<file path="config.mk">
export PLATFORM = sky130hd
export DESIGN_NAME = uart_transmit_multiproc
export DESIGN_NICKNAME = d
export VERILOG_FILES = /design/src/verilog/uart_tx_pkg.sv /design/src/verilog/uart_transmit_multiproc.sv /design/src/verilog/bit_sync.sv /design/src/verilog/small_fifo.sv
export SDC_FILE = /design/constraint.sdc
export NUM_CORES = 1
export LEC_CHECK = 0
export ABC_CLOCK_PERIOD_IN_PS = 2900
export BUFFER_PORTS_ARGS = -buffer_cell sky130_fd_sc_hd__buf_4
export CORE_ASPECT_RATIO = 0.9
export CORE_MARGIN = 1
export CORE_UTILIZATION = 49
export CTS_CLUSTER_DIAMETER = 30
export CTS_CLUSTER_SIZE = 8
export DETAILED_ROUTE_END_ITERATION = 12
export HOLD_SLACK_MARGIN = 0.15
export PLACE_DENSITY = 0.86
export SLEW_MARGIN = 25
export SYNTH_ARGS = -nofsm -noshare
export SYNTH_HDL_FRONTEND = slang
export SYNTH_SLANG_ARGS = --single-unit
</file>
<file path="constraint.sdc">
create_clock -name clk_i -period 2.9 [get_ports clk_i]
set_input_delay 0.58 -clock clk_i [delete_from_list [all_inputs] [get_ports clk_i]]
set_output_delay 0.58 -clock clk_i [all_outputs]
set_load 0.01 [all_outputs]
</file>
<file path="src/verilog/uart_tx_pkg.sv">
// shared constants and types of the serial transmitter
package uart_tx_pkg;

    // ------------------------------------------------------------------
    // bus widths
    // ------------------------------------------------------------------
    localparam int unsigned ADR_W  = 32;
    localparam int unsigned DAT_W  = 32;
    localparam int unsigned SEL_W  = 4;
    localparam int unsigned IDX_W  = 30;     // word index = byte address / 4
    localparam int unsigned BYTE_W = 8;

    // ------------------------------------------------------------------
    // register indices (byte address is four times the index)
    // ------------------------------------------------------------------
    localparam logic [IDX_W-1:0] IDX_TX_DATA   = 30'h0000_0F40;
    localparam logic [IDX_W-1:0] IDX_STATUS0   = 30'h0000_0F41;
    localparam logic [IDX_W-1:0] IDX_CTRL_ZERO = 30'h0000_0F42;
    localparam logic [IDX_W-1:0] IDX_CTRL_ONE  = 30'h0000_0F43;
    localparam logic [IDX_W-1:0] IDX_BAUD_HI   = 30'h0000_0F46;
    localparam logic [IDX_W-1:0] IDX_BAUD_LO   = 30'h0000_0F47;

    // ------------------------------------------------------------------
    // reset values
    // ------------------------------------------------------------------
    localparam logic [BYTE_W-1:0] RST_CTRL_ZERO = 8'h00;
    localparam logic [BYTE_W-1:0] RST_CTRL_ONE  = 8'h00;
    localparam logic [BYTE_W-1:0] RST_BAUD_HI   = 8'h00;
    localparam logic [BYTE_W-1:0] RST_BAUD_LO   = 8'h00;

    // ------------------------------------------------------------------
    // field positions
    // ------------------------------------------------------------------
    // control register one
    localparam int unsigned POS_NINE_BIT_MODE = 6;
    localparam int unsigned POS_ADDR_MARKER   = 4;
    localparam int unsigned POS_DRV_POLARITY  = 3;
    // control register zero
    localparam int unsigned POS_TRANSMIT_ON   = 7;
    localparam int unsigned POS_PARITY_ON     = 4;
    localparam int unsigned POS_PARITY_ODD    = 3;
    localparam int unsigned POS_FLOW_GATE     = 1;
    // status register zero
    localparam int unsigned POS_CTS_LEVEL     = 5;
    localparam int unsigned POS_HOLD_EMPTY    = 2;
    localparam int unsigned POS_SHIFT_IDLE    = 1;

    // ------------------------------------------------------------------
    // frame layout and buffer shape
    // ------------------------------------------------------------------
    localparam int unsigned FRAME_W    = 11;   // start, 8 data, ninth, stop
    localparam int unsigned BITCNT_W   = 4;
    localparam logic [BITCNT_W-1:0] BITS_AFTER_START_9 = 4'hA;
    localparam logic [BITCNT_W-1:0] BITS_AFTER_START_8 = 4'h9;
    localparam int unsigned BAUD_W     = 16;
    localparam int unsigned ENTRY_W    = 9;    // marker bit and data byte
    localparam int unsigned BUF_DEPTH  = 2;
    localparam logic        CTS_N_IDLE = 1'b1;

    // ------------------------------------------------------------------
    // transmitter phases
    // ------------------------------------------------------------------
    typedef enum logic {
        PH_IDLE,
        PH_SEND
    } tx_phase_t;

endpackage : uart_tx_pkg

</file>
<file path="src/verilog/uart_transmit_multiproc.sv">
// serial transmitter with nine-bit multidrop mode, behind a wishbone slave
//
// How it works
// - holding-empty flag reads 1 when a byte can be taken, 0 while full.
// - a written byte moves to the shifter on its own and is sent.
// - ninth bit equals the address marker: 1 address byte, 0 data byte.
// - address marker acts only while nine-bit mode is on.
// - control one bit 6 enables nine-bit mode; resets to 0, eight-bit framing.
// - control one bit 3 sets driver-enable polarity: 0 high, 1 low.
// - with flow gate enabled, clear-to-send pin gates sending; otherwise ignored.
// - transmit-ready output says the holding register can take a byte.
// - transmit-on bit in control zero enables sending; clear means no new frame starts.
//
// Local design decision: the Wishbone register port.
`timescale 1ns/1ps

module uart_transmit_multiproc (
    input  wire logic                          clk_i,
    input  wire logic                          rst_i,
    input  wire logic                          wb_cyc_i,
    input  wire logic                          wb_stb_i,
    input  wire logic                          wb_we_i,
    input  wire logic [uart_tx_pkg::ADR_W-1:0] wb_adr_i,
    input  wire logic [uart_tx_pkg::SEL_W-1:0] wb_sel_i,
    input  wire logic [uart_tx_pkg::DAT_W-1:0] wb_dat_i,
    output logic      [uart_tx_pkg::DAT_W-1:0] wb_dat_o,
    output logic                               wb_ack_o,
    input  wire logic                          cts_n_i,
    output logic                               txd_o,
    output logic                               line_driver_on_o,
    output logic                               tx_holding_empty_o
);
    import uart_tx_pkg::*;

    // ------------------------------------------------------------------
    // state
    // ------------------------------------------------------------------
    typedef struct packed {
        logic                ack;
        logic [BYTE_W-1:0]   rdat;
        logic [BYTE_W-1:0]   ctrl_zero;
        logic [BYTE_W-1:0]   uart_ctrl_one;
        logic [BYTE_W-1:0]   baud_hi;
        logic [BYTE_W-1:0]   baud_lo;
        tx_phase_t           phase;
        logic [FRAME_W-1:0]  shreg;
        logic [BITCNT_W-1:0] bits_left;
        logic [BAUD_W-1:0]   baud_cnt;
        logic                txd;
        logic                de_active;
        logic                de_pin;
    } tx_state_t;

    localparam tx_state_t RESET_STATE = '{
        ack:           1'b0,
        rdat:          8'h00,
        ctrl_zero:     RST_CTRL_ZERO,
        uart_ctrl_one: RST_CTRL_ONE,
        baud_hi:       RST_BAUD_HI,
        baud_lo:       RST_BAUD_LO,
        phase:         PH_IDLE,
        shreg:         11'h7FF,
        bits_left:     4'h0,
        baud_cnt:      16'h0000,
        txd:           1'b1,
        de_active:     1'b0,
        de_pin:        1'b0
    };

    tx_state_t            r;
    tx_state_t            r_nxt;

    // ------------------------------------------------------------------
    // wires
    // ------------------------------------------------------------------
    logic [IDX_W-1:0]     idx;
    logic                 req;
    logic                 wr_now;
    logic [BYTE_W-1:0]    rd_mux;
    logic                 cts_n_sync;
    logic                 push_valid;
    logic                 push_ready;
    logic [ENTRY_W-1:0]   push_data;
    logic                 pop_valid;
    logic                 pop_ready;
    logic [ENTRY_W-1:0]   pop_data;
    logic                 nine_bit_mode_on;
    logic                 addr_marker_bit;
    logic                 driver_enable_polarity;
    logic                 transmit_on_bit;
    logic                 flow_gate_enable;
    logic                 parity_on;
    logic                 parity_odd;
    logic                 cts_ok;
    logic                 ninth_bit;
    logic [BAUD_W-1:0]    divisor;

    // ------------------------------------------------------------------
    // control fields
    // ------------------------------------------------------------------
    assign nine_bit_mode_on       = r.uart_ctrl_one[POS_NINE_BIT_MODE];
    assign addr_marker_bit        = r.uart_ctrl_one[POS_ADDR_MARKER];
    assign driver_enable_polarity = r.uart_ctrl_one[POS_DRV_POLARITY];
    assign transmit_on_bit        = r.ctrl_zero[POS_TRANSMIT_ON];
    assign flow_gate_enable       = r.ctrl_zero[POS_FLOW_GATE];
    assign parity_on              = r.ctrl_zero[POS_PARITY_ON];
    assign parity_odd             = r.ctrl_zero[POS_PARITY_ODD];
    assign divisor                = {r.baud_hi, r.baud_lo};

    // ------------------------------------------------------------------
    // clear-to-send pin, synchronised before use
    // ------------------------------------------------------------------
    bit_sync #(
        .RESET_VAL (CTS_N_IDLE)
    ) u_cts_sync (
        .clk_i   (clk_i),
        .rst_i   (rst_i),
        .async_i (cts_n_i),
        .sync_o  (cts_n_sync)
    );

    // the pin gates only when the flow gate is enabled
    assign cts_ok = ~flow_gate_enable | ~cts_n_sync;

    // ------------------------------------------------------------------
    // bus decode
    // ------------------------------------------------------------------
    assign idx    = wb_adr_i[ADR_W-1:2];
    assign req    = wb_cyc_i & wb_stb_i;
    // writes land on the edge where ack is sampled
    assign wr_now = req & r.ack & wb_we_i & wb_sel_i[0];

    // read multiplexer, unmapped words read as zero
    always_comb begin
        rd_mux = 8'h00;
        unique case (idx)
            IDX_STATUS0: begin
                rd_mux[POS_HOLD_EMPTY] = push_ready;
                rd_mux[POS_SHIFT_IDLE] = (r.phase == PH_IDLE) & ~pop_valid;
                rd_mux[POS_CTS_LEVEL]  = ~cts_n_sync;
            end
            IDX_CTRL_ZERO: begin
                rd_mux = r.ctrl_zero;
            end
            IDX_CTRL_ONE: begin
                rd_mux = r.uart_ctrl_one;
            end
            IDX_BAUD_HI: begin
                rd_mux = r.baud_hi;
            end
            IDX_BAUD_LO: begin
                rd_mux = r.baud_lo;
            end
            default: begin
                rd_mux = 8'h00;
            end
        endcase
    end

    // ------------------------------------------------------------------
    // holding buffer between bus and shifter
    // ------------------------------------------------------------------
    // the marker is captured with the byte, so later changes hit the next byte
    assign push_valid = wr_now & (idx == IDX_TX_DATA);
    assign push_data  = {addr_marker_bit, wb_dat_i[BYTE_W-1:0]};

    small_fifo #(
        .WIDTH (ENTRY_W),
        .DEPTH (BUF_DEPTH)
    ) u_hold (
        .clk_i       (clk_i),
        .rst_i       (rst_i),
        .in_valid_i  (push_valid),
        .in_ready_o  (push_ready),
        .in_data_i   (push_data),
        .out_valid_o (pop_valid),
        .out_ready_i (pop_ready),
        .out_data_o  (pop_data)
    );

    // shifter takes a byte only when idle, enabled and cleared to send
    assign pop_ready = (r.phase == PH_IDLE) & transmit_on_bit & cts_ok;

    // ninth bit: marker in nine-bit mode, else parity
    always_comb begin
        ninth_bit = 1'b1;
        if (nine_bit_mode_on) begin
            ninth_bit = pop_data[BYTE_W];
        end else if (parity_on) begin
            ninth_bit = (^pop_data[BYTE_W-1:0]) ^ parity_odd;
        end
    end

    // ------------------------------------------------------------------
    // next state
    // ------------------------------------------------------------------
    always_comb begin
        r_nxt = r;

        // one-cycle ack per request
        r_nxt.ack = req & ~r.ack;
        if (req & ~r.ack) begin
            r_nxt.rdat = rd_mux;
        end

        // register writes
        if (wr_now) begin
            unique case (idx)
                IDX_CTRL_ZERO: begin
                    r_nxt.ctrl_zero = wb_dat_i[BYTE_W-1:0];
                end
                IDX_CTRL_ONE: begin
                    r_nxt.uart_ctrl_one = wb_dat_i[BYTE_W-1:0];
                end
                IDX_BAUD_HI: begin
                    r_nxt.baud_hi = wb_dat_i[BYTE_W-1:0];
                end
                IDX_BAUD_LO: begin
                    r_nxt.baud_lo = wb_dat_i[BYTE_W-1:0];
                end
                default: begin
                end
            endcase
        end

        // frame shifter, one bit per divisor+1 clocks
        unique case (r.phase)
            PH_IDLE: begin
                r_nxt.txd       = 1'b1;
                r_nxt.de_active = 1'b0;
                if (pop_valid & pop_ready) begin
                    r_nxt.phase     = PH_SEND;
                    r_nxt.txd       = 1'b0;
                    r_nxt.de_active = 1'b1;
                    r_nxt.baud_cnt  = divisor;
                    // remaining bits after start: data, ninth, stop
                    r_nxt.shreg = {1'b1, 1'b1, ninth_bit, pop_data[BYTE_W-1:0]};
                    if (nine_bit_mode_on | parity_on) begin
                        r_nxt.bits_left = BITS_AFTER_START_9;
                    end else begin
                        r_nxt.shreg[BYTE_W] = 1'b1;
                        r_nxt.bits_left     = BITS_AFTER_START_8;
                    end
                end
            end
            PH_SEND: begin
                if (r.baud_cnt != '0) begin
                    r_nxt.baud_cnt = r.baud_cnt - 1'b1;
                end else begin
                    r_nxt.baud_cnt = divisor;
                    if (r.bits_left == '0) begin
                        r_nxt.phase     = PH_IDLE;
                        r_nxt.txd       = 1'b1;
                        r_nxt.de_active = 1'b0;
                    end else begin
                        r_nxt.txd       = r.shreg[0];
                        r_nxt.shreg     = {1'b1, r.shreg[FRAME_W-1:1]};
                        r_nxt.bits_left = r.bits_left - 1'b1;
                    end
                end
            end
        endcase

        // driver enable pin with selectable polarity
        r_nxt.de_pin = r_nxt.de_active ^ r_nxt.uart_ctrl_one[POS_DRV_POLARITY];
    end

    // ------------------------------------------------------------------
    // state register
    // ------------------------------------------------------------------
    always_ff @(posedge clk_i) begin
        if (rst_i) begin
            r <= RESET_STATE;
        end else begin
            r <= r_nxt;
        end
    end

    // ------------------------------------------------------------------
    // outputs
    // ------------------------------------------------------------------
    assign wb_dat_o           = {24'h000000, r.rdat};
    assign wb_ack_o           = r.ack;
    assign txd_o              = r.txd;
    assign line_driver_on_o   = r.de_pin;
    assign tx_holding_empty_o = push_ready;

endmodule : uart_transmit_multiproc

</file>
<file path="src/verilog/bit_sync.sv">
// two flip-flop synchroniser for asynchronous pin levels
`timescale 1ns/1ps

module bit_sync #(
    parameter logic RESET_VAL = 1'b0
) (
    input  wire logic clk_i,
    input  wire logic rst_i,
    input  wire logic async_i,
    output logic      sync_o
);

    // ------------------------------------------------------------------
    // state
    // ------------------------------------------------------------------
    typedef struct packed {
        logic first;
        logic second;
    } sync_state_t;

    sync_state_t r;
    sync_state_t r_nxt;

    // first stage feeds only the second stage
    always_comb begin
        r_nxt        = r;
        r_nxt.first  = async_i;
        r_nxt.second = r.first;
    end

    // register the state
    always_ff @(posedge clk_i) begin
        if (rst_i) begin
            r <= '{first: RESET_VAL, second: RESET_VAL};
        end else begin
            r <= r_nxt;
        end
    end

    assign sync_o = r.second;

endmodule : bit_sync

</file>
<file path="src/verilog/small_fifo.sv">
// small valid/ready buffer, depth and width set by parameters
`timescale 1ns/1ps

module small_fifo #(
    parameter int unsigned WIDTH = 9,
    parameter int unsigned DEPTH = 2
) (
    input  wire logic             clk_i,
    input  wire logic             rst_i,
    input  wire logic             in_valid_i,
    output logic                  in_ready_o,
    input  wire logic [WIDTH-1:0] in_data_i,
    output logic                  out_valid_o,
    input  wire logic             out_ready_i,
    output logic      [WIDTH-1:0] out_data_o
);

    localparam int unsigned AW = (DEPTH > 1) ? $clog2(DEPTH) : 1;
    localparam logic [AW-1:0] LAST  = AW'(DEPTH - 1);
    localparam logic [AW:0]   FULLC = (AW + 1)'(DEPTH);

    // ------------------------------------------------------------------
    // state
    // ------------------------------------------------------------------
    typedef struct packed {
        logic [DEPTH-1:0][WIDTH-1:0] mem;
        logic [AW-1:0]               wr_ptr;
        logic [AW-1:0]               rd_ptr;
        logic [AW:0]                 count;
    } fifo_state_t;

    fifo_state_t r;
    fifo_state_t r_nxt;
    logic        push;
    logic        pop;

    // honest full and empty
    assign in_ready_o  = (r.count != FULLC);
    assign out_valid_o = (r.count != '0);
    assign out_data_o  = r.mem[r.rd_ptr];
    assign push        = in_valid_i & in_ready_o;
    assign pop         = out_valid_o & out_ready_i;

    // pointer and count update
    always_comb begin
        r_nxt = r;
        if (push) begin
            r_nxt.mem[r.wr_ptr] = in_data_i;
            r_nxt.wr_ptr        = (r.wr_ptr == LAST) ? '0 : r.wr_ptr + 1'b1;
        end
        if (pop) begin
            r_nxt.rd_ptr = (r.rd_ptr == LAST) ? '0 : r.rd_ptr + 1'b1;
        end
        if (push && !pop) begin
            r_nxt.count = r.count + 1'b1;
        end else if (pop && !push) begin
            r_nxt.count = r.count - 1'b1;
        end
    end

    // register the state
    always_ff @(posedge clk_i) begin
        if (rst_i) begin
            r <= '0;
        end else begin
            r <= r_nxt;
        end
    end

endmodule : small_fifo

</file>
==> qor.yml <==
sequentialPowerShare: 0.476
insertedDiodeCount: 0
cts_tree: "yes"
timing.critical_path.depth: 9
clockBufferDepth: 2
run_status: "finished, final reports clean"
critPathArrivalTime_ns: 2.89
post-synth-top-area-cell: "dfxtp_1"
antenna_found_initial: 0
post_cts_resize_count: 0
cts_root_buffer: "clkbuf_16"
hold_path_depth: 2
first_pass_iteration_count_of_the_detailed_router: 5
multiInputGateArea_mm2: 0.002718
hold_path.class: "in -> reg"
max_slew_margin: 0.5391
critical_path.n_buffers_inverters: 2
timing.fmax_ghz: 0.3817
timing.reg2reg.worst_path_depth: 9
post-synth-top-area-fraction: 0.3949
min_period_ns: 2.620
grt_first_pass_wirelength_um: 20310
effective_utilization_at_floorplan: 0.5137
drt_first_iter_violations: 304
num-nets-final: 698
hp-start: "cts_n_i"
fraction_of_the_yosys_area_taken_by_sequential_cells: 0.3949
cts_setup_buffers: 0
post_synth.cell_area_avg_um2: 8.787
skew_ns: 0.006404
synth.distinct_cells: 60
detail_route.wirelength_um: 12340
grt_setup_unrepaired: "no"
num_io_pins: 110
critical_path.most_common_cell: "nor2_1"
cts_num_sinks: 100
postCtsHoldBufs: 0
postSynthRegisterBits: 100
route.detailed.vias_per_inst: 5.747
power_density_mw_per_mm2: 496.6
gp_congestion: 0.9004
synthesis.yosys.warnings: 0
totalPowerFinal_w: 0.002892
n_fill_cell: 828
grt_util_all_layers: 0.2448
cpMaxStageDelayCell: "or4b_2"
timing.final.hold_violations: 0
cp_top_family: "simple AND/OR/NAND/NOR gates"
grt_pass1_vias: 4204
total_leakage_power_nw: 2.516
worstPathCellList: "inv_1 -> ha_1 -> or4b_2 -> o41ai_4 -> buf_4 -> a21oi_1 -> nor2_1 -> nor2_1 -> a211oi_2"
yosys_most_used_dff: "dfxtp_1"
die_height_um: 98.50
pwr-share-comb: 0.047
drtAntennaViolNets: 0
synth-async-reset-ratio: 0
path_clk_slew_ns: 0.07
synth_area_mm2: 0.005070
clock_latency_reported_for_the_late_side_of_the_worst_skew_pair_ns: 0.35
fp.dieW_um: 109.2
route.detailed.wl_per_inst_um: 16.45
setup_violations: 0
post_layout_nonfiller_instances: 750
timing.critical_path.slowest_cell_delay_ns: 0.69
total_via_count_in_the_routed_design: 4310
netSwitchingFraction: 0.2057
internal_power_w: 0.002297
power.net_switching_w: 0.0005949
crit-reg2reg-launch: "r[4]"
critical_path_class: "reg -> reg"
power.clock.fraction: 0.477
yosys-top-cells-area: "dfxtp_1, mux2i_1, nor2_1"
placeableCoreArea_mm2: 0.009869
numCtsBuffers: 9
post-route-period-util: 0.9034
post_synth_inst_count: 577
path_max_fanout: 12
start_kind: "flop"
area.sequential_mm2: 0.002002
max-vdd-ir-drop_uv: 464.6
floorplan.die_area_mm2: 0.01076
numPortBuffers: 56
drc_errors: 0
cts-htree-levels: 3
worst_ep_required_time_ns: 3.17
place_hpwl_um: 8939
place_inst: 734
drv_slew: 0
tightest_slew_ns: 0.6914
cap_violations: 0
largest_net_degree_at_the_start_of_global_routing: 68
number_of_enable_type_register_cells_in_the_synthesized_netlist: 0
gr-total-overflow: 0
endpoint_kind: "flop"
final_common_cell: "dfxtp_1"
row_count: 34
layout-drive-gt1-share: 0.1971
setup.worst_path.start: "r[4]"
area_growth_syn_to_layout_pct: 14.86
layout.cells.most_common_list: "dfxtp_1, buf_4, nor2_1, nand2_1, a21oi_1"
[kinds of logic (layout without fill, tap and decap cells)]
group	count (synthesis)	in the layout	synth area share
AO/OA/AOI/OAI	102	102	0.1301
XOR/XNOR	18	18	0.03381
adder cells (fa/ha/maj)	5	5	0.01234
buffers and inverters	75	99	0.08613
flip-flops	100	100	0.3949
multiplexers	56	56	0.1273
other	1	24	0.0007397
AND/OR/NAND/NOR	220	220	0.2147
[cells in the mapped netlist (6+ instances only)]
master / instances
a21oi_1: 44
a221oi_1: 9
a31oi_1: 6
and2_1: 6
buf_2: 7
buf_4: 35
clkbuf_1: 19
dfxtp_1: 100
inv_1: 10
mux2_2: 8
mux2i_1: 42
mux4_2: 6
nand2_1: 59
nand3_1: 28
nor2_1: 71
nor3_1: 11
o21ai_0: 16
xnor2_1: 8
xor2_1: 9
[metrics by stage]
step	utilization	cell area (um^2)	setup WS [ns]	setup TNS (ns)	hold slack (ns)
final	0.5900	5823	0.2802	0	0.4219
after global routing	0.5900	5823	0.1364	0	0.4070
after CTS	0.5900	5823	0.3031	0	0.4097
after detailed placement	0.5548	5475	-0.03081	-0.03081	0.4331
after global placement	0.5548	5475	0.06039	0	0.4234
after floorplan	-	5156	0.1184	0	0.3895
[final timing paths]
path                                   endpoint  slack, ns
worst max-delay path                      r[16]       0.28
worst min-delay path            u_cts_sync.r[1]       0.42
worst max register to register            r[16]       0.28
worst min register to register            r[25]       0.44
[flip-flops by register name (all words and copies together), names as in the netlist, 8 cells and up]
name	cells
divisor	16
r	43
u_hold.r	22
wb_dat_o	8
[layout make-up]
type | instances | share of cell area
timing repair buffer | 73 | 0.09626
clock inverter | 6 | 0.01869
clock buffer | 10 | 0.04104
tap | 126 | 0.02707
inverter | 10 | 0.006446
multi-input combinational | 425 | 0.4667
sequential | 100 | 0.3438
[worst register-to-register path: cells and delay by family, from the launching register on]
| family | cells | cell delay (ns) |
|---|---|---|
| simple gates | 3 | 0.86 |
| flops | 1 | 0.35 |
| buf+inv | 2 | 0.38 |
| fa+ha+maj | 1 | 0.16 |
| compound gates | 3 | 0.79 |
[layer usage]
layer	track usage	vias up	wire [um]
met5	0	-	0
met4	0.07487	0	213
met3	0.07341	18	785
met2	0.4098	150	6107
met1	0.3011	2074	5229
li1	-	2068	-
[power groups by stage]
stage | combinational, W | sequential (W) | clock [W]
CTS | 0.000135 | 0.00138 | 0.00140
floorplan | 0.0000870 | 0.00141 | 0
finish | 0.000137 | 0.00138 | 0.00138
global route | 0.000147 | 0.00137 | 0.00145
detailed placement | 0.000134 | 0.00141 | 0
global placement | 0.000131 | 0.00141 | 0
(Power assumes the default switching activity.)
